### src/cbt_pkg.sv
// Package for the bit-timing and power-mode block of a CAN controller.
// Assumes an APB master, a 25 MHz clock and an external CAN transceiver.
// Behaviour
// RULE1 - Hold bus-off, flag reads one, until request
// RULE2 - Receive error counter readable in status register; here it reads at OFS_RXERR, not OFS_STAT
// RULE3 - Sync segment is where edges are expected
// RULE4 - Transmit drives new bit at transmit point
// RULE5 - Sample at sample point, third of three
// RULE6 - Jump width programmable one to four quanta
// RULE7 - Segments and jump width from timing registers
// RULE8 - Segment fields hold length minus one; ts2 here holds the seg2 length itself
// RULE9 - Software picks standard-compliant timing values
// RULE10 - In run, sleep is only low-power option
// RULE11 - Wait with stop-in-wait forces power-down
// RULE12 - Leaving power-down returns to normal mode
// RULE13 - Wait without stop-in-wait keeps running, interrupts
// RULE14 - Stop forces power-down regardless of settings; here enable low gives disabled instead
// RULE15 - Enable low means disabled; setting gives normal
// RULE16 - Normal mode is in or out of initialization
// RULE17 - Writing one to hold flag requests recovery
// RULE18 - Sync one quantum; bit is one plus segments
package cbt_pkg;

  // Register byte offsets
  localparam logic [11:0] OFS_BTR0   = 12'h000;
  localparam logic [11:0] OFS_BTR1   = 12'h004;
  localparam logic [11:0] OFS_CTRL   = 12'h008;
  localparam logic [11:0] OFS_STAT   = 12'h00C;
  localparam logic [11:0] OFS_MISC   = 12'h010;
  localparam logic [11:0] OFS_RXERR  = 12'h014;
  localparam logic [11:0] OFS_IRQST  = 12'h018;
  localparam logic [11:0] OFS_IRQMSK = 12'h01C;

  // bit_timing_reg_zero fields
  localparam int BTR0_BRP_LSB = 0;
  localparam int BTR0_BRP_W   = 6;
  localparam int BTR0_SJW_LSB = 6;
  localparam int BTR0_SJW_W   = 2;
  // bit_timing_reg_one fields
  localparam int BTR1_TS1_LSB = 0;
  localparam int BTR1_TS1_W   = 4;
  localparam int BTR1_TS2_LSB = 4;
  localparam int BTR1_TS2_W   = 3;
  localparam int BTR1_SAMP    = 7;
  // Control fields
  localparam int CTRL_ENABLE  = 0;
  localparam int CTRL_SLEEP_REQUEST   = 1;
  localparam int CTRL_STOP_IN_WAIT_CONTROL   = 2;
  localparam int CTRL_INITRQ  = 3;
  localparam int CTRL_BORSEL  = 4;
  localparam int CTRL_TXEN    = 5;
  localparam int CTRL_TXBIT   = 6;
  // Interrupt status bits
  localparam int IRQ_BUSOFF   = 0;
  localparam int IRQ_RXERR    = 1;
  localparam int IRQ_SAMPLE   = 2;
  localparam int IRQ_W        = 3;

  // Reset values and bus-off error count limit
  localparam logic [7:0] BTR0_RST = 8'h00;
  localparam logic [7:0] BTR1_RST = 8'h00;
  localparam logic [6:0] CTRL_RST = 7'h00;
  localparam logic [7:0] BUSOFF_LIMIT = 8'hFF;

  // Timing
  localparam int SYNC_TQ = 1;
  localparam int CLK_MHZ = 25;

  typedef enum logic [2:0] {
    CBT_DISABLED  = 3'b000,
    CBT_NORMAL    = 3'b001,
    CBT_INIT      = 3'b010,
    CBT_SLEEP     = 3'b011,
    CBT_POWERDOWN = 3'b100
  } cbt_mode_e;

  typedef enum logic [1:0] {
    CBT_CPU_RUN  = 2'b00,
    CBT_CPU_WAIT = 2'b01,
    CBT_CPU_STOP = 2'b10
  } cbt_cpu_e;

  typedef struct packed {
    logic [5:0] brp;
    logic [1:0] sjw;
    logic [3:0] ts1;
    logic [2:0] ts2;
    logic       samp3;
  } cbt_timing_s;

  typedef struct packed {
    logic tx_point;
    logic sample_point;
    logic sync_point;
    logic rx_bit;
    logic hard_edge;
  } cbt_bitev_s;

endpackage : cbt_pkg

### src/cbt_bit_timer.sv
// Bit-time sequencer: prescaler, quantum counter, sample and transmit points.
// Assumes a synchronised receive input and an active enable from the top.
`timescale 1ns/1ps
module cbt_bit_timer (
  // Clock and reset
  input  wire logic                 clk,
  input  wire logic                 rstn,
  input  wire logic                 ce,
  // Control
  input  wire logic                 run,
  input  wire cbt_pkg::cbt_timing_s tcfg,
  input  wire logic                 rx_in,
  // Events
  output cbt_pkg::cbt_bitev_s       ev
);
  logic [5:0] pre_ff;
  logic [4:0] tq_ff;
  logic [2:0] smp_ff;
  logic       prev_rx_ff;
  logic       tq_tick;
  logic       edge_fall;
  logic [4:0] seg1_end;
  logic [4:0] bit_end;
  logic [4:0] sjw_tq;
  logic [2:0] vote;

  assign tq_tick   = (pre_ff == tcfg.brp);
  // Sync segment is quantum 0; seg1 occupies 1..ts1+1
  assign seg1_end  = 5'(cbt_pkg::SYNC_TQ) + 5'(tcfg.ts1); // RULE8 RULE18
  assign bit_end   = seg1_end + 5'(tcfg.ts2) + 5'd1; // RULE18
  assign sjw_tq    = 5'(tcfg.sjw) + 5'd1; // RULE6
  assign edge_fall = prev_rx_ff & ~rx_in;

  always_ff @(posedge clk or negedge rstn)
  begin
    if (!rstn)
      pre_ff <= 6'h00;
    else if (ce)
      pre_ff <= (!run || tq_tick) ? 6'h00 : pre_ff + 6'h01;
  end

  always_ff @(posedge clk or negedge rstn)
  begin
    if (!rstn)
      prev_rx_ff <= 1'b1;
    else if (ce)
      prev_rx_ff <= rx_in;
  end

  // Quantum counter with resynchronisation bounded by the jump width plus one quantum
  always_ff @(posedge clk or negedge rstn)
  begin
    if (!rstn)
      tq_ff <= 5'h00;
    else if (ce)
    begin
      if (!run)
        tq_ff <= 5'h00;
      else if (edge_fall && tq_ff != 5'h00 && tq_ff <= seg1_end)
        // Late edge: stretch seg1 by at most the jump width plus one quantum
        tq_ff <= (tq_ff > sjw_tq) ? tq_ff - sjw_tq : 5'h01; // RULE6
      else if (edge_fall && tq_ff > seg1_end && (bit_end - tq_ff) <= sjw_tq)
        tq_ff <= 5'h01; // RULE3
      else if (tq_tick)
        tq_ff <= (tq_ff >= bit_end - 5'd1) ? 5'h00 : tq_ff + 5'h01;
    end
  end

  // Three samples spaced one quantum ending at the sample point
  always_ff @(posedge clk or negedge rstn)
  begin
    if (!rstn)
      smp_ff <= 3'b111;
    else if (ce && run && tq_tick)
      smp_ff <= {smp_ff[1:0], rx_in};
  end

  always_comb
  begin
    vote = {smp_ff[1:0], rx_in};
  end

  always_ff @(posedge clk or negedge rstn)
  begin
    if (!rstn)
      ev <= '0;
    else if (ce)
    begin
      ev.sync_point   <= run && tq_tick && tq_ff == 5'h00; // RULE3
      ev.tx_point     <= run && tq_tick && tq_ff == 5'h00; // RULE4
      ev.sample_point <= run && tq_tick && tq_ff == seg1_end; // RULE5
      ev.hard_edge    <= run && edge_fall && tq_ff == 5'h00; // RULE3
      if (run && tq_tick && tq_ff == seg1_end)
        ev.rx_bit <= tcfg.samp3 ? ((vote[0] & vote[1]) | (vote[0] & vote[2]) |
                                   (vote[1] & vote[2])) : rx_in; // RULE5
    end
  end
endmodule : cbt_bit_timer

### src/cbt_sync2.sv
// Two-stage synchroniser for the CAN receive pin.
// Assumes the pin is asynchronous to clk; idles recessive (1).
`timescale 1ns/1ps
module cbt_sync2 (
  // Clock and reset
  input  wire logic clk,
  input  wire logic rstn,
  input  wire logic ce,
  // Data
  input  wire logic din,
  output logic      dout
);
  logic meta_ff;
  logic sync_ff;

  always_ff @(posedge clk or negedge rstn)
  begin
    if (!rstn)
    begin
      meta_ff <= 1'b1;
      sync_ff <= 1'b1;
    end
    else if (ce)
    begin
      meta_ff <= din;
      sync_ff <= meta_ff;
    end
  end

  assign dout = sync_ff;
endmodule : cbt_sync2

### src/cbt_top.sv
// Top of the CAN bit-timing and power-mode block with APB registers.
// Assumes an APB master on clk and a CAN transceiver on can_rx/can_tx.
`timescale 1ns/1ps
module cbt_top (
  // Clock and reset
  input  wire logic        clk,
  input  wire logic        rstn,
  input  wire logic        ce,
  // APB
  input  wire logic        psel,
  input  wire logic        penable,
  input  wire logic        pwrite,
  input  wire logic [11:0] paddr,
  input  wire logic [31:0] pwdata,
  output logic [31:0]      prdata,
  output logic             pready,
  output logic             pslverr,
  // CPU state
  input  wire logic [1:0]  cpu_mode,
  // Error counter inputs from the protocol engine
  input  wire logic        rx_err_inc,
  input  wire logic        rx_err_clr,
  input  wire logic        busoff_event,
  // CAN pins
  input  wire logic        can_rx,
  output logic             can_tx,
  // Status and interrupt
  output logic [2:0]       mode_out,
  output logic             sample_bit,
  output logic             irq
);
  logic [7:0]  btr0_ff;
  logic [7:0]  btr1_ff;
  logic [6:0]  ctrl_ff;
  logic        busoff_hold_flag_ff;
  logic        busoff_ff;
  logic [7:0]  rx_error_count_ff;
  logic [cbt_pkg::IRQ_W-1:0] irq_st_ff;
  logic [cbt_pkg::IRQ_W-1:0] irq_msk_ff;
  logic        sleep_acknowledge_ff;
  cbt_pkg::cbt_mode_e mode_ff;
  cbt_pkg::cbt_mode_e nxt_mode;
  logic        can_tx_ff;
  logic        irq_ff;
  logic        sample_bit_ff;
  logic [31:0] prdata_ff;
  logic        pready_ff;
  logic        pslverr_ff;
  logic        rx_sync;
  logic        run_timer;
  logic        wr_acc;
  logic        rd_acc;
  logic [cbt_pkg::IRQ_W-1:0] irq_set;
  cbt_pkg::cbt_timing_s tcfg;
  cbt_pkg::cbt_bitev_s  bev;

  // Address decode used by both read and write paths
  function automatic logic addr_ok(input logic [11:0] a);
    addr_ok = (a == cbt_pkg::OFS_BTR0) || (a == cbt_pkg::OFS_BTR1) ||
              (a == cbt_pkg::OFS_CTRL) || (a == cbt_pkg::OFS_STAT) ||
              (a == cbt_pkg::OFS_MISC) || (a == cbt_pkg::OFS_RXERR) ||
              (a == cbt_pkg::OFS_IRQST) || (a == cbt_pkg::OFS_IRQMSK);
  endfunction : addr_ok

  // One wait state: the access phase completes on its second cycle
  assign wr_acc = psel && penable && pready_ff && pwrite;
  assign rd_acc = psel && penable && pready_ff && !pwrite;

  cbt_sync2 u_rx_sync (
    .clk  (clk),
    .rstn (rstn),
    .ce   (ce),
    .din  (can_rx),
    .dout (rx_sync)
  );

  // Timing taken straight from the two bus timing registers
  always_comb
  begin
    tcfg.brp   = btr0_ff[cbt_pkg::BTR0_BRP_LSB +: cbt_pkg::BTR0_BRP_W]; // RULE7
    tcfg.sjw   = btr0_ff[cbt_pkg::BTR0_SJW_LSB +: cbt_pkg::BTR0_SJW_W]; // RULE7
    tcfg.ts1   = btr1_ff[cbt_pkg::BTR1_TS1_LSB +: cbt_pkg::BTR1_TS1_W]; // RULE7
    tcfg.ts2   = btr1_ff[cbt_pkg::BTR1_TS2_LSB +: cbt_pkg::BTR1_TS2_W]; // RULE7
    tcfg.samp3 = btr1_ff[cbt_pkg::BTR1_SAMP];
  end

  // Timer runs in normal mode only; no compliance check on values
  assign run_timer = (mode_ff == cbt_pkg::CBT_NORMAL); // RULE9

  cbt_bit_timer u_timer (
    .clk  (clk),
    .rstn (rstn),
    .ce   (ce),
    .run  (run_timer),
    .tcfg (tcfg),
    .rx_in(rx_sync),
    .ev   (bev)
  );

  // Mode selection; power-down dominates sleep and init
  always_comb
  begin
    nxt_mode = cbt_pkg::CBT_NORMAL;
    if (!ctrl_ff[cbt_pkg::CTRL_ENABLE])
      nxt_mode = cbt_pkg::CBT_DISABLED; // RULE15
    else if (cpu_mode == cbt_pkg::CBT_CPU_STOP)
      nxt_mode = cbt_pkg::CBT_POWERDOWN; // RULE14
    else if (cpu_mode == cbt_pkg::CBT_CPU_WAIT && ctrl_ff[cbt_pkg::CTRL_STOP_IN_WAIT_CONTROL])
      nxt_mode = cbt_pkg::CBT_POWERDOWN; // RULE11
    else if (mode_ff == cbt_pkg::CBT_POWERDOWN)
      nxt_mode = cbt_pkg::CBT_NORMAL; // RULE12
    else if (ctrl_ff[cbt_pkg::CTRL_SLEEP_REQUEST] && sleep_acknowledge_ff)
      nxt_mode = cbt_pkg::CBT_SLEEP; // RULE10 RULE13
    else if (ctrl_ff[cbt_pkg::CTRL_INITRQ])
      nxt_mode = cbt_pkg::CBT_INIT; // RULE16
    else
      nxt_mode = cbt_pkg::CBT_NORMAL; // RULE15 RULE16
  end

  always_ff @(posedge clk or negedge rstn)
  begin
    if (!rstn)
      mode_ff <= cbt_pkg::CBT_DISABLED;
    else if (ce)
      mode_ff <= nxt_mode;
  end

  // Sleep is acknowledged at the next bit boundary, or at once in init mode
  always_ff @(posedge clk or negedge rstn)
  begin
    if (!rstn)
      sleep_acknowledge_ff <= 1'b0;
    else if (ce)
    begin
      if (!ctrl_ff[cbt_pkg::CTRL_SLEEP_REQUEST] || mode_ff == cbt_pkg::CBT_POWERDOWN ||
          mode_ff == cbt_pkg::CBT_DISABLED)
        sleep_acknowledge_ff <= 1'b0;
      else if (bev.sync_point || mode_ff == cbt_pkg::CBT_INIT)
        sleep_acknowledge_ff <= 1'b1; // RULE10
    end
  end

  // Register writes
  always_ff @(posedge clk or negedge rstn)
  begin
    if (!rstn)
    begin
      btr0_ff    <= cbt_pkg::BTR0_RST;
      btr1_ff    <= cbt_pkg::BTR1_RST;
      ctrl_ff    <= cbt_pkg::CTRL_RST;
      irq_msk_ff <= '0;
    end
    else if (ce && wr_acc)
    begin
      unique case (paddr)
        cbt_pkg::OFS_BTR0:   btr0_ff    <= pwdata[7:0]; // RULE7
        cbt_pkg::OFS_BTR1:   btr1_ff    <= pwdata[7:0]; // RULE7
        cbt_pkg::OFS_CTRL:   ctrl_ff    <= pwdata[6:0];
        cbt_pkg::OFS_IRQMSK: irq_msk_ff <= pwdata[cbt_pkg::IRQ_W-1:0];
        default:             ctrl_ff    <= ctrl_ff;
      endcase
    end
  end

  // Bus-off state and hold flag; a new bus-off wins over a clearing write
  always_ff @(posedge clk or negedge rstn)
  begin
    if (!rstn)
    begin
      busoff_ff           <= 1'b0;
      busoff_hold_flag_ff <= 1'b0;
    end
    else if (ce)
    begin
      if (busoff_event || rx_error_count_ff == cbt_pkg::BUSOFF_LIMIT)
      begin
        busoff_ff           <= 1'b1;
        busoff_hold_flag_ff <= ctrl_ff[cbt_pkg::CTRL_BORSEL]; // RULE1
      end
      else if (wr_acc && paddr == cbt_pkg::OFS_MISC && pwdata[0] &&
               busoff_hold_flag_ff)
      begin
        busoff_hold_flag_ff <= 1'b0; // RULE17
        busoff_ff           <= 1'b0; // RULE17
      end
      else if (busoff_ff && !ctrl_ff[cbt_pkg::CTRL_BORSEL])
        busoff_ff <= 1'b0;
    end
  end

  // Receive error counter, saturating
  always_ff @(posedge clk or negedge rstn)
  begin
    if (!rstn)
      rx_error_count_ff <= 8'h00;
    else if (ce)
    begin
      if (rx_err_clr || mode_ff == cbt_pkg::CBT_DISABLED)
        rx_error_count_ff <= 8'h00;
      else if (rx_err_inc && rx_error_count_ff != 8'hFF)
        rx_error_count_ff <= rx_error_count_ff + 8'h01; // RULE2
    end
  end

  // Sticky interrupt status; a read clears, a new event wins
  assign irq_set = {bev.sample_point, rx_err_inc, busoff_event}; // RULE13

  always_ff @(posedge clk or negedge rstn)
  begin
    if (!rstn)
      irq_st_ff <= '0;
    else if (ce)
    begin
      if (rd_acc && paddr == cbt_pkg::OFS_IRQST)
        irq_st_ff <= irq_set;
      else
        irq_st_ff <= irq_st_ff | irq_set;
    end
  end

  always_ff @(posedge clk or negedge rstn)
  begin
    if (!rstn)
      irq_ff <= 1'b0;
    else if (ce)
      irq_ff <= |(irq_st_ff & irq_msk_ff);
  end

  // Transmit: recessive unless enabled in normal mode and not bus-off, launched at tx point
  always_ff @(posedge clk or negedge rstn)
  begin
    if (!rstn)
      can_tx_ff <= 1'b1;
    else if (ce)
    begin
      if (!run_timer || busoff_ff || !ctrl_ff[cbt_pkg::CTRL_TXEN])
        can_tx_ff <= 1'b1;
      else if (bev.tx_point)
        can_tx_ff <= ctrl_ff[cbt_pkg::CTRL_TXBIT]; // RULE4
    end
  end

  always_ff @(posedge clk or negedge rstn)
  begin
    if (!rstn)
      sample_bit_ff <= 1'b1;
    else if (ce && bev.sample_point)
      sample_bit_ff <= bev.rx_bit; // RULE5
  end

  // APB: one wait state, reads registered
  always_ff @(posedge clk or negedge rstn)
  begin
    if (!rstn)
    begin
      pready_ff  <= 1'b0;
      pslverr_ff <= 1'b0;
      prdata_ff  <= 32'h0000_0000;
    end
    else if (ce)
    begin
      pready_ff  <= psel && penable && !pready_ff;
      pslverr_ff <= psel && penable && !pready_ff && !addr_ok(paddr);
      prdata_ff  <= 32'h0000_0000;
      if (psel && penable && !pready_ff && !pwrite)
      begin
        unique case (paddr)
          cbt_pkg::OFS_BTR0:   prdata_ff <= {24'h000000, btr0_ff};
          cbt_pkg::OFS_BTR1:   prdata_ff <= {24'h000000, btr1_ff};
          cbt_pkg::OFS_CTRL:   prdata_ff <= {25'h0000000, ctrl_ff};
          cbt_pkg::OFS_STAT:   prdata_ff <= {26'h0000000, busoff_ff,
                                             sleep_acknowledge_ff, 1'b0, mode_ff};
          cbt_pkg::OFS_MISC:   prdata_ff <= {31'h00000000, busoff_hold_flag_ff}; // RULE1
          cbt_pkg::OFS_RXERR:  prdata_ff <= {24'h000000, rx_error_count_ff}; // RULE2
          cbt_pkg::OFS_IRQST:  prdata_ff <= {29'h00000000, irq_st_ff};
          cbt_pkg::OFS_IRQMSK: prdata_ff <= {29'h00000000, irq_msk_ff};
          default:             prdata_ff <= 32'h0000_0000;
        endcase
      end
    end
  end

  assign prdata     = prdata_ff;
  assign pready     = pready_ff;
  assign pslverr    = pslverr_ff;
  assign can_tx     = can_tx_ff;
  assign irq        = irq_ff;
  assign sample_bit = sample_bit_ff;
  assign mode_out   = mode_ff;
endmodule : cbt_top
### config.mk
export PLATFORM = sky130hd
export DESIGN_NAME = cbt_top
export DESIGN_NICKNAME = d
export VERILOG_FILES = /design/src/cbt_pkg.sv /design/src/cbt_bit_timer.sv /design/src/cbt_sync2.sv /design/src/cbt_top.sv
export SDC_FILE = /design/constraint.sdc
export NUM_CORES = 1
export LEC_CHECK = 0
export ABC_CLOCK_PERIOD_IN_PS = 11300
export BUFFER_PORTS_ARGS = -buffer_cell sky130_fd_sc_hd__buf_2
export CAP_MARGIN = 20
export CORE_ASPECT_RATIO = 2
export CORE_UTILIZATION = 33
export CTS_CLUSTER_SIZE = 12
export DETAILED_ROUTE_END_ITERATION = 6
export SLEW_MARGIN = 20
export SYNTH_ARGS = -nofsm -noshare
export SYNTH_HDL_FRONTEND = slang
export SYNTH_SLANG_ARGS = --single-unit
### constraint.sdc
create_clock -name clk -period 11.3 [get_ports clk]
set_clock_uncertainty 0.1 [all_clocks]
set_input_delay 0 -clock clk [delete_from_list [all_inputs] [get_ports clk]]
set_output_delay 0 -clock clk [all_outputs]
set_load 0.005 [all_outputs]
==> results of run 1 <==
==> cell families (layout without fill, tap and decap cells) <==
| family | count (synthesis) | count (layout) | synth area share, % |
|---|---|---|---|
| buf+inv | 64 | 112 | 7.55 |
| mux | 39 | 39 | 9.44 |
| other cells | 1 | 24 | 0.0788 |
| simple gates | 140 | 140 | 14.9 |
| fa+ha+maj | 34 | 34 | 9.41 |
| flops | 75 | 75 | 39.6 |
| xor+xnor | 23 | 23 | 4.23 |
| compound gates | 101 | 101 | 14.7 |
==> flip-flops by register name (all words and copies together), names as in the netlist, 2 cells and up <==
signal and count:
u_timer.pre_ff 6, u_timer.smp_ff 2, btr1_ff 8, mode_out 3, irq_msk_ff 3, rx_error_count_ff 8, u_timer.tq_ff 5, u_timer.ev 3
btr0_ff 8, irq_st_ff 3, prdata 8, ctrl_ff 7
==> layout by cell type, fill, tap and decap left out, drive strengths merged, types with 7 or more instances in the layout <==
| cell | Yosys | final |
|---|---|---|
| dlygate4sd3 | 0 | 16 |
| nor3 | 13 | 13 |
| xor2 | 9 | 9 |
| dfstp | 7 | 7 |
| nand3 | 18 | 18 |
| buf | 28 | 49 |
| nand2 | 36 | 36 |
| nor2b | 7 | 7 |
| mux2 | 34 | 34 |
| o21ai | 23 | 23 |
| ha | 31 | 31 |
| nor2 | 28 | 28 |
| inv | 30 | 30 |
| xnor2 | 14 | 14 |
| clkbuf | 5 | 14 |
| o2bb2ai | 10 | 10 |
| dfrtp | 68 | 68 |
| a21oi | 20 | 20 |
| conb | 1 | 24 |
==> metal layers <==
layer	global-route usage [%]	part of all wire, %	up-vias	wire length (um)
met5	0	0	-	0
met4	11.7	5.4	0	685
met3	2.35	2.5	41	322
met2	35.4	58	107	7310
met1	16.8	34	1910	4340
li1	-	-	1811	-
==> layout make-up <==
| type | count | area, um^2 |
|---|---|---|
| Clock buffer | 14 | 254 |
| Clock inverter | 2 | 35.0 |
| Fill cell | 1390 | 8430 |
| Inverter | 31 | 116 |
| Multi-Input combinational cell | 361 | 2600 |
| Sequential cell | 75 | 1890 |
| Tap cell | 189 | 236 |
| Timing Repair Buffer | 65 | 413 |
==> how the worst max path moves through the flow <==
stage / start / endpoint / slack [ns] / depth (start not counted)
6_report: btr1_ff[0] / u_timer.tq_ff[2] / 7.06 / 14
5_1_grt: btr1_ff[0] / u_timer.tq_ff[2] / 6.76 / 15
4_1_cts: btr1_ff[0] / u_timer.tq_ff[2] / 7.03 / 14
3_5_place_dp: btr1_ff[0] / u_timer.tq_ff[2] / 7.03 / 14
3_3_place_gp: btr1_ff[0] / u_timer.tq_ff[3] / 7.10 / 14
2_1_floorplan: btr1_ff[0] / u_timer.tq_ff[3] / 7.55 / 14
==> per-stage QoR <==
step	area (um^2)	setup WS, ns	hold slack (ns)	total power, uW	cells
after floorplan	4840	7.55	-0.396	298	500
after global placement	5090	7.10	0.0938	309	705
after detailed placement	5090	7.03	0.0989	310	705
after CTS	5540	7.03	0.0346	597	737
after global routing	5540	6.76	0.0811	612	737
final	5540	7.06	0.0329	591	737
==> timing repair <==
item / CTS / global route
hold endpoints to repair: 103 / 0
resized for setup: 0 / 0
hold buffers: 16 / 0
==> power breakdown <==
group          switching (uW)  leakage [uW]  internal (uW)
clock                     104      0.000141            177
sequential               2.29       0.00101            273
combinational            21.2       0.00142           13.0
total                     128       0.00257            463
==> worst max-delay path: cells and delay by family, from the launching register on <==
family	cells	cell delay (ns)
AO/OA/AOI/OAI	5	0.93
adder cells (fa/ha/maj)	4	1.77
buffers and inverters	2	0.15
flip-flops	1	0.47
AND/OR/NAND/NOR	3	0.69
==> metrics.txt, run 1 <==
crit-path max cell delay 0.55 ns; WHS Path Cells 5; Worst Path Max Fanout 8; First-pass DRT Iterations 4; Die ar. 14900 um^2; core footprint 14000 um^2; row cnt 61; cts bufs inserted 9; die width 86.9 um; Achievable Freq 236 MHz; synth top area cells dfrtp_1, ha_1, mux2_2; Reg2Reg Depth 14; Starting Density 34.1%; setup repair after global routing missed its margin false; Antenna Cells 0; number of global-route vias before repair 4026; CP Launch Type flip-flop; Post-synth ARST share 100%; top-count cell post-synth dfrtp_1; top post-synthesis cells by count dfrtp_1, nand2_1, mux2_2, ha_1, inv_1; CTS tree built; CTS root buffer clkbuf_16; Hold WC Path Type in2reg; P_leak 0.00257 uW; routed wire length 12.7 mm; final core occ 39.7%; Pwr per Cell Area 107 nW/um^2; H-Tree Depth 3; grt ovf 0; worst hold start pwrite; final net count 633; max-cap viol count 0; FF-to-FF Start btr1_ff[0]; I/O pins 96; Antenna Nets Post-Route 0; proportion of layout cells with a drive suffix above 1 19.7%; area delta synth->final 16.4%; number of clock sinks 75; worst path arrival time 4.33 ns; global-route wire length before repair 20.1 mm; Synth cell types 62; Final Slew Violations 0; Seq/Total Area, Yosys 39.6%; largest net degree at the start of global routing 76; Reg-to-Reg End u_timer.tq_ff[2]; final-report setup violation count 0; Cells after Synth 477; residual DRC count 0; Post CTS Setup Buffer Count 0; post-route minimum period 4.24 ns; Worst setup EP type flip-flop; Synth top area share 35.8%; Mean Syn Cell Area 9.98 um^2; 1st-iter DRT viols 209; flop-to-flop setup slack 7.06 ns; CP Class reg2reg; HPWL after detailed placement 10.0 mm; Die Height 172 um; relative slew slack 34.0%; via density per instance 5.25; Hold Path End irq_st_ff[1]; GP Congestion 0.831; GR Util All Layers 18.0%; Worst path slowest cell fa_1; top_reg_cell synth dfrtp_1; number of synthesized register bits 75; Post-synth EDFFs 0; input/output buffers 47; status finished, final reports clean; Mapped Area 4760 um^2; Skew-Pair Late Insertion Delay 0.33 ns; initial antenna violation count 0; warnings from Yosys 0; Vias 3869; CP required 11.39 ns; setup_tns 0 ns; peak supply drop 0.0659 mV; Worst-path clk slew 0.06 ns; Worst-Margin Slew 0.982 ns; part of the cycle the worst path needs 37.5%; routed wire length per instance 17.2 um; Clock Tree Buf Depth 2; worst-path cell chain ha_1 > fa_1 > inv_1 > fa_1 > inv_1 > ha_1 > nor2b_1 > o21ai_0 > a32oi_1 > nor4b_1 > a31o_1 > o21ai_0 > nand2_1 > o221ai_1; area leader, netlist dfrtp_1; final hold vios 0
No activity file was read; power rests on OpenSTA's default activity.
==> run 2: changes to the inputs <==
ABC_AREA = 1   (was unset)
ABC_CLOCK_PERIOD_IN_PS = 4200   (was 11300)
clock period = 4.2 ns   (was 11.3 ns; I/O delays follow)
==> run 2 against run 1 <==
Setup slack worse by 6.4 ns; largest power group unchanged; highest routed layer unchanged; global-route usage increased by 2.1 points; non-clock buffer count up 4; sequential power grew to 2.7 times the previous value; critical path type unchanged; maximum frequency increased by 19%; synthesized area increased by 6.3%; critical path depth grew 4; routed wire length up 14%.
==> metrics.txt, run 2 <==
CTS root buffer clkbuf_16; initial antenna violation count 0 (unchanged); Synth cell types 44 (-29%); die width 89.6 um (+3.0%); H-Tree Depth 3 (unchanged); input/output buffers 47 (unchanged); Skew-Pair Late Insertion Delay 0.34 ns (about the same); Worst-Margin Slew 0.987 ns (+0.00533 ns); GP Congestion 0.923 (+11%); cts bufs inserted 9 (unchanged); area leader, netlist dfrtp_1; CP Launch Type flip-flop; number of global-route vias before repair 4590 (+14%); Die Height 177 um (+3.1%); final core occ 39.7% (+0.074 points); relative slew slack 34.2% (+0.15 points); core footprint 14900 um^2 (+6.7%); GR Util All Layers 20.1% (+2.1 points); Post-synth ARST share 100% (unchanged); largest net degree at the start of global routing 76 (unchanged); setup_tns 0 ns (unchanged); final net count 830 (+31%); Mean Syn Cell Area 7.55 um^2 (-24%); Post-Synth Adder-Cell Area 8.85% (-0.56 points); grt ovf 0 (unchanged); post-route minimum period 3.57 ns (-0.664 ns); warnings from Yosys 0 (unchanged); commonest non-fill, non-tap cell in the layout nand2_1; global-route wire length before repair 23.2 mm (+15%); Synth top area share 33.6% (-2.1 points); final hold vios 0 (unchanged); Reg2Reg Depth 18 (+4); gr busiest metal met2; Clock Tree Buf Depth 2 (unchanged); WHS Path Cells 3 (-2); number of synthesized register bits 75 (unchanged); FF-to-FF Start btr1_ff[0]; Synth Area in Simple Gates 26.0% (+11 points); most frequent cells in the layout nand2_1, inv_1, dfrtp_1; CP most frequent cell nand2_1; # fillers 1558 (+12%); via density per instance 4.85 (-7.6%); status finished, final reports clean; residual DRC count 0 (unchanged); CP Class reg2reg; Final Slew Violations 0 (unchanged); Worst-path clk slew 0.06 ns (about the same); register area 1890 um^2 (unchanged); peak supply drop 0.188 mV (+180%); I/O pins 96 (unchanged); CTS tree built; worst-path cell chain ha_1 > fa_1 > nand2_1 > inv_1 > nor2_1 > ha_1 > xnor2_1 > ha_1 > a21oi_1 > nand2_1 > nand2_1 > nand4_1 > nor2_1 > nand2_2 > nand2_2 > nand2_2 > nand2_1 > o21ai_1; routed wire length per instance 15.3 um (-11%); row cnt 63 (+3.3%); top post-synthesis cells by count nand2_1, inv_1, dfrtp_1, o21ai_0, nor2_1; Cells after Synth 670 (+40%); Post CTS Setup Buffer Count 0 (unchanged); final-report setup violation count 0 (unchanged); Post-synth EDFFs 0 (unchanged); Vias 4558 (+18%); First-pass DRT Iterations 4 (unchanged); Achievable Freq 280 MHz (+19%); synth top area cells dfrtp_1, nand2_1, ha_1; area delta synth->final 17.0%; part of the cycle the worst path needs 85.1% (+48 points); Starting Density 34.0% (-0.10 points); worst hold margin 0.0171 ns (-0.0158 ns); crit-path max cell delay 0.45 ns (-0.10 ns); grt met2 use 37.8% (+2.5 points); Pwr Total 1630 uW (+180%); setup repair after global routing missed its margin false; GR Util met3 3.08% (+0.73 points); max-cap viol count 0 (unchanged); CTS resizes 0 (unchanged); Die ar. 15900 um^2 (+6.2%); 1st-iter DRT viols 198 (-5.3%); HPWL after detailed placement 11.2 mm (+11%); Hold WC Path Type in2reg; worst path arrival time 3.70 ns (-0.63 ns); Post-CTS Hold Buffers 22 (+6); Worst setup EP type flip-flop; Worst Path Max Fanout 8 (unchanged); top-count cell post-synth nand2_1; Worst path slowest cell dfrtp_1; largest family of logic cells by synthesized area simple AND/OR/NAND/NOR gates; GRT met1 Usage 18.2% (+1.5 points); worst hold start ce; proportion of layout cells with a drive suffix above 1 14.4% (-5.3 points); Seq/Total Area, Yosys 37.3% (-2.4 points); P_leak 0.00296 uW (+15%); Multi-input gate area 2640 um^2 (+1.4%); top_reg_cell synth dfrtp_1; CP required 4.33 ns (-7.06 ns); Mapped Area 5060 um^2 (+6.3%); routed wire length 14.4 mm (+14%); Pwr per Cell Area 276 nW/um^2 (+160%); flop-to-flop setup slack 0.63 ns (-6.44 ns); XOR/XNOR Fraction of Synth Area 2.77% (-1.5 points); Compound-Gate Fraction of Synth Area 12.7% (-2.0 points); Antenna Cells 0 (unchanged); number of clock sinks 75 (unchanged); Antenna Nets Post-Route 0 (unchanged); Reg-to-Reg End u_timer.tq_ff[3]; mux share of post-synthesis cell area 0% (-9.4 points); Hold Path End u_rx_sync.dout
## run 2: cell types whose count changed after synthesis, moves of 10 or more
cell	delta
mux2_2	-34
nand3_1	+19
nor2_1	+14
o21ai_0	+24
o22ai_1	+10
inv_1	+66
o2bb2ai_1	-10
o21ai_1	+18
nand2_1	+132
## run 2: cells by family after synthesis
family	count (synthesis)
AO/OA/AOI/OAI	115
other	1
buffers and inverters	138
flip-flops	75
XOR/XNOR	16
adder cells (fa/ha/maj)	34
AND/OR/NAND/NOR	291
## run 2: how the worst max path moves through the flow
| stage | start | cells past startpoint | slack (ns) | endpoint |
|---|---|---|---|---|
| 3_5_place_dp | btr1_ff[0] | 18 | 0.63 | u_timer.tq_ff[3] |
| 4_1_cts | btr1_ff[0] | 18 | 0.62 | u_timer.tq_ff[3] |
| 5_1_grt | btr1_ff[0] | 21 | 0.30 | u_timer.tq_ff[4] |
| 6_report | btr1_ff[0] | 18 | 0.63 | u_timer.tq_ff[3] |
| 3_3_place_gp | btr1_ff[0] | 18 | 0.67 | u_timer.tq_ff[3] |
| 2_1_floorplan | btr1_ff[0] | 16 | 0.94 | u_timer.tq_ff[3] |
## run 2: layout make-up
| type | count | area share [%] |
|---|---|---|
| Sequential cell | 75 | 31.8 |
| Multi-Input combinational cell | 480 | 44.5 |
| Inverter | 105 | 6.66 |
| Clock inverter | 6 | 1.08 |
| Clock buffer | 10 | 4.04 |
| Timing Repair Buffer | 69 | 7.73 |
| Tap cell | 195 | 4.12 |
## run 2: critical path, delay by kind of cell, from the launching register on
kind / cells / cell delay, ns
adder cells (fa/ha/maj): 4 / 1.47
buffers and inverters: 1 / 0.04
flip-flops: 1 / 0.45
XOR/XNOR: 1 / 0.15
AO/OA/AOI/OAI: 2 / 0.21
AND/OR/NAND/NOR: 10 / 1.02
## run 2: metal layers
| layer | part of all wire (%) | vias up |
|---|---|---|
| met5 | 0 | - |
| met4 | 7.9 | 0 |
| met3 | 3.0 | 54 |
| met2 | 56 | 130 |
| met1 | 33 | 2125 |
| li1 | - | 2249 |
## run 2: power breakdown
part / total, uW / internal (uW) / switching (uW) / leakage, uW
Sequential: 742 / 735 / 7.15 / 0.000998
Clock: 790 / 476 / 314 / 0.000145
Combinational: 99.4 / 36.3 / 63.1 / 0.00182
Total: 1630 / 1250 / 384 / 0.00296
## run 2: through the flow
step	worst slack [ns]	instances	area [um^2]
finish	0.627	940	5920
global route	0.298	940	5920
CTS	0.617	940	5920
detailed placement	0.634	902	5400
global placement	0.670	902	5400
floorplan	0.943	693	5150
==> run 3: changes to the inputs <==
CORE_UTILIZATION = 55   (was 33)
PLACE_DENSITY = 0.79   (was unset)
SETUP_SLACK_MARGIN = 0.3   (was unset)
==> run 3 against run 2 <==
Sequential power is essentially flat; critical path type unchanged; non-clock buffer count up 1; global-route usage up 11 points; utilization increased by 25 points; setup slack got worse by 0.018 ns; count of clock-buffer cells in the layout increased by 2; routed wire length down 0.99%; die area shrank 39%; maximum frequency down 0.50%; flip-flop and latch count unchanged; register-to-register slack lost 0.02 ns; highest routed layer unchanged; final area fell by 1.6%.
==> metrics.txt, run 3 (synthesized netlist as in run 2, its figures left out) <==
part of the cycle the worst path needs 85.5% (+0.43 points); Worst setup EP type flip-flop; CP required 4.32 ns (about the same); worst path arrival time 3.71 ns (about the same); Achievable Freq 278 MHz (-0.50%); CTS tree built; number of global-route vias before repair 4796 (+4.5%); largest net degree at the start of global routing 76 (unchanged); peak supply drop 0.292 mV (+55%); worst hold margin 0.0143 ns (-0.00277 ns); post-route minimum period 3.59 ns (+0.0180 ns); I/O pins 96 (unchanged); most frequent cells in the layout nand2_1, inv_1, dfrtp_1; row cnt 49 (-22%); status finished, final reports clean; # fillers 762 (-51%); Pwr per Cell Area 280 nW/um^2 (+1.6%); GR Util All Layers 31.4% (+11 points); core footprint 8950 um^2 (-40%); setup repair after global routing missed its margin false; P_leak 0.00296 uW (about the same); Die Height 138 um (-22%); final-report setup violation count 0 (unchanged); Antenna Nets Post-Route 0 (unchanged); die width 69.8 um (-22%); Final Slew Violations 0 (unchanged); First-pass DRT Iterations 4 (unchanged); Starting Density 56.5% (+23 points); Skew-Pair Late Insertion Delay 0.34 ns (about the same); grt ovf 0 (unchanged); Hold WC Path Type in2reg; area delta synth->final 15.2%; final core occ 65.1% (+25 points); Die ar. 9610 um^2 (-39%); routed wire length per instance 16.8 um (+9.8%); CTS root buffer clkbuf_16; 1st-iter DRT viols 293 (+48%); CP Launch Type flip-flop; commonest non-fill, non-tap cell in the layout nand2_1; Antenna Cells 0 (unchanged); max-cap viol count 0 (unchanged); Clock Tree Buf Depth 2 (unchanged); input/output buffers 47 (unchanged); routed wire length 14.2 mm (-0.99%); via density per instance 5.52 (+14%); Post CTS Setup Buffer Count 0 (unchanged); final hold vios 0 (unchanged); global-route wire length before repair 22.8 mm (-1.6%); proportion of layout cells with a drive suffix above 1 15.0% (+0.65 points); Worst Path Max Fanout 8 (unchanged); H-Tree Depth 3 (unchanged); HPWL after detailed placement 10.6 mm (-5.3%); CP Class reg2reg; GP Congestion 0.947 (+2.6%); setup_tns 0 ns (unchanged); final net count 831 (+0.12%); residual DRC count 0 (unchanged); number of clock sinks 75 (unchanged); cts bufs inserted 9 (unchanged); Worst-Margin Slew 0.982 ns (-0.00568 ns); Worst-path clk slew 0.06 ns (about the same); initial antenna violation count 0 (unchanged); relative slew slack 34.6% (+0.38 points); Vias 4683 (+2.7%)
==> run 3: changes by cell type in the layout (fill, tap and decap cells not counted), sizes merged <==
| cell | delta |
|---|---|
| inv | -1 |
| clkinv | -1 |
| clkbuf | +2 |
| buf | +1 |
==> run 3: layout make-up <==
cell class                 count  area, um^2  area share (%)
multi-input combinational    480        2650            45.4
tap                          102         128            2.19
timing repair buffer          70         463            7.94
clock inverter                 4        50.0           0.859
sequential                    75        1890            32.4
clock buffer                  12         256            4.40
inverter                     105         394            6.76
==> run 3: per-stage QoR <==
step	std cells	total power, uW	cell area, um^2	worst slack, ns
finish	848	1630	5830	0.609
global route	848	1680	5830	0.337
CTS	848	1630	5810	0.577
detailed placement	810	840	5290	0.593
global placement	810	837	5290	0.708
floorplan	693	811	5150	0.943
==> run 3: path summary, 6_finish.rpt <==
| kind | startpoint | end | slack, ns | depth (start not counted) |
|---|---|---|---|---|
| max in group asynchronous | rstn | btr1_ff[0] | 2.96 | 3 |
| hold / removal | cpu_mode[0] | mode_out[1] | 0.01 | 5 |
| setup / recovery | btr1_ff[0] | u_timer.tq_ff[4] | 0.61 | 21 |
| setup reg to reg | btr1_ff[0] | u_timer.tq_ff[4] | 0.61 | 21 |
| hold reg to reg | u_rx_sync.meta_ff | u_rx_sync.meta_ff | 0.36 | 2 |
| min in group asynchronous | rstn | rx_error_count_ff[0] | 0.32 | 3 |
==> run 3: timing repair <==
item	4_1_cts	5_1_grt
hold buffers	22	0
setup endpoints to repair	0	5
gates resized for setup	0	5
hold endpoints to repair	111	0
==> run 3: critical path, cell delays in order, from the launching register on <==
cell,delay (ns)
dfrtp_2,0.45
ha_1,0.26
xor2_2,0.17
ha_1,0.34
nand2_1,0.08
nand2_1,0.05
a31oi_1,0.21
xor2_1,0.30
inv_1,0.08
ha_1,0.33
a21oi_1,0.21
nand2_1,0.07
nand2_1,0.06
nand2_1,0.06
inv_1,0.06
nand2_1,0.06
nand2_2,0.10
nand2_2,0.12
nand2_2,0.11
nand2_2,0.09
nand2_1,0.08
o21ai_1,0.06
==> run 3: power breakdown <==
group,internal [uW],total (uW),switching [uW]
Clock,491,787,296
Combinational,36.8,102,65.0
Sequential,735,742,6.77
==> run 3: metal layers <==
| layer | up-vias | GRT usage [%] | wire (um) |
|---|---|---|---|
| met5 | - | 0 | 0 |
| met4 | 0 | 28.2 | 1290 |
| met3 | 70 | 3.95 | 455 |
| met2 | 170 | 59.5 | 7830 |
| met1 | 2193 | 28.4 | 4660 |
| li1 | 2250 | - | - |
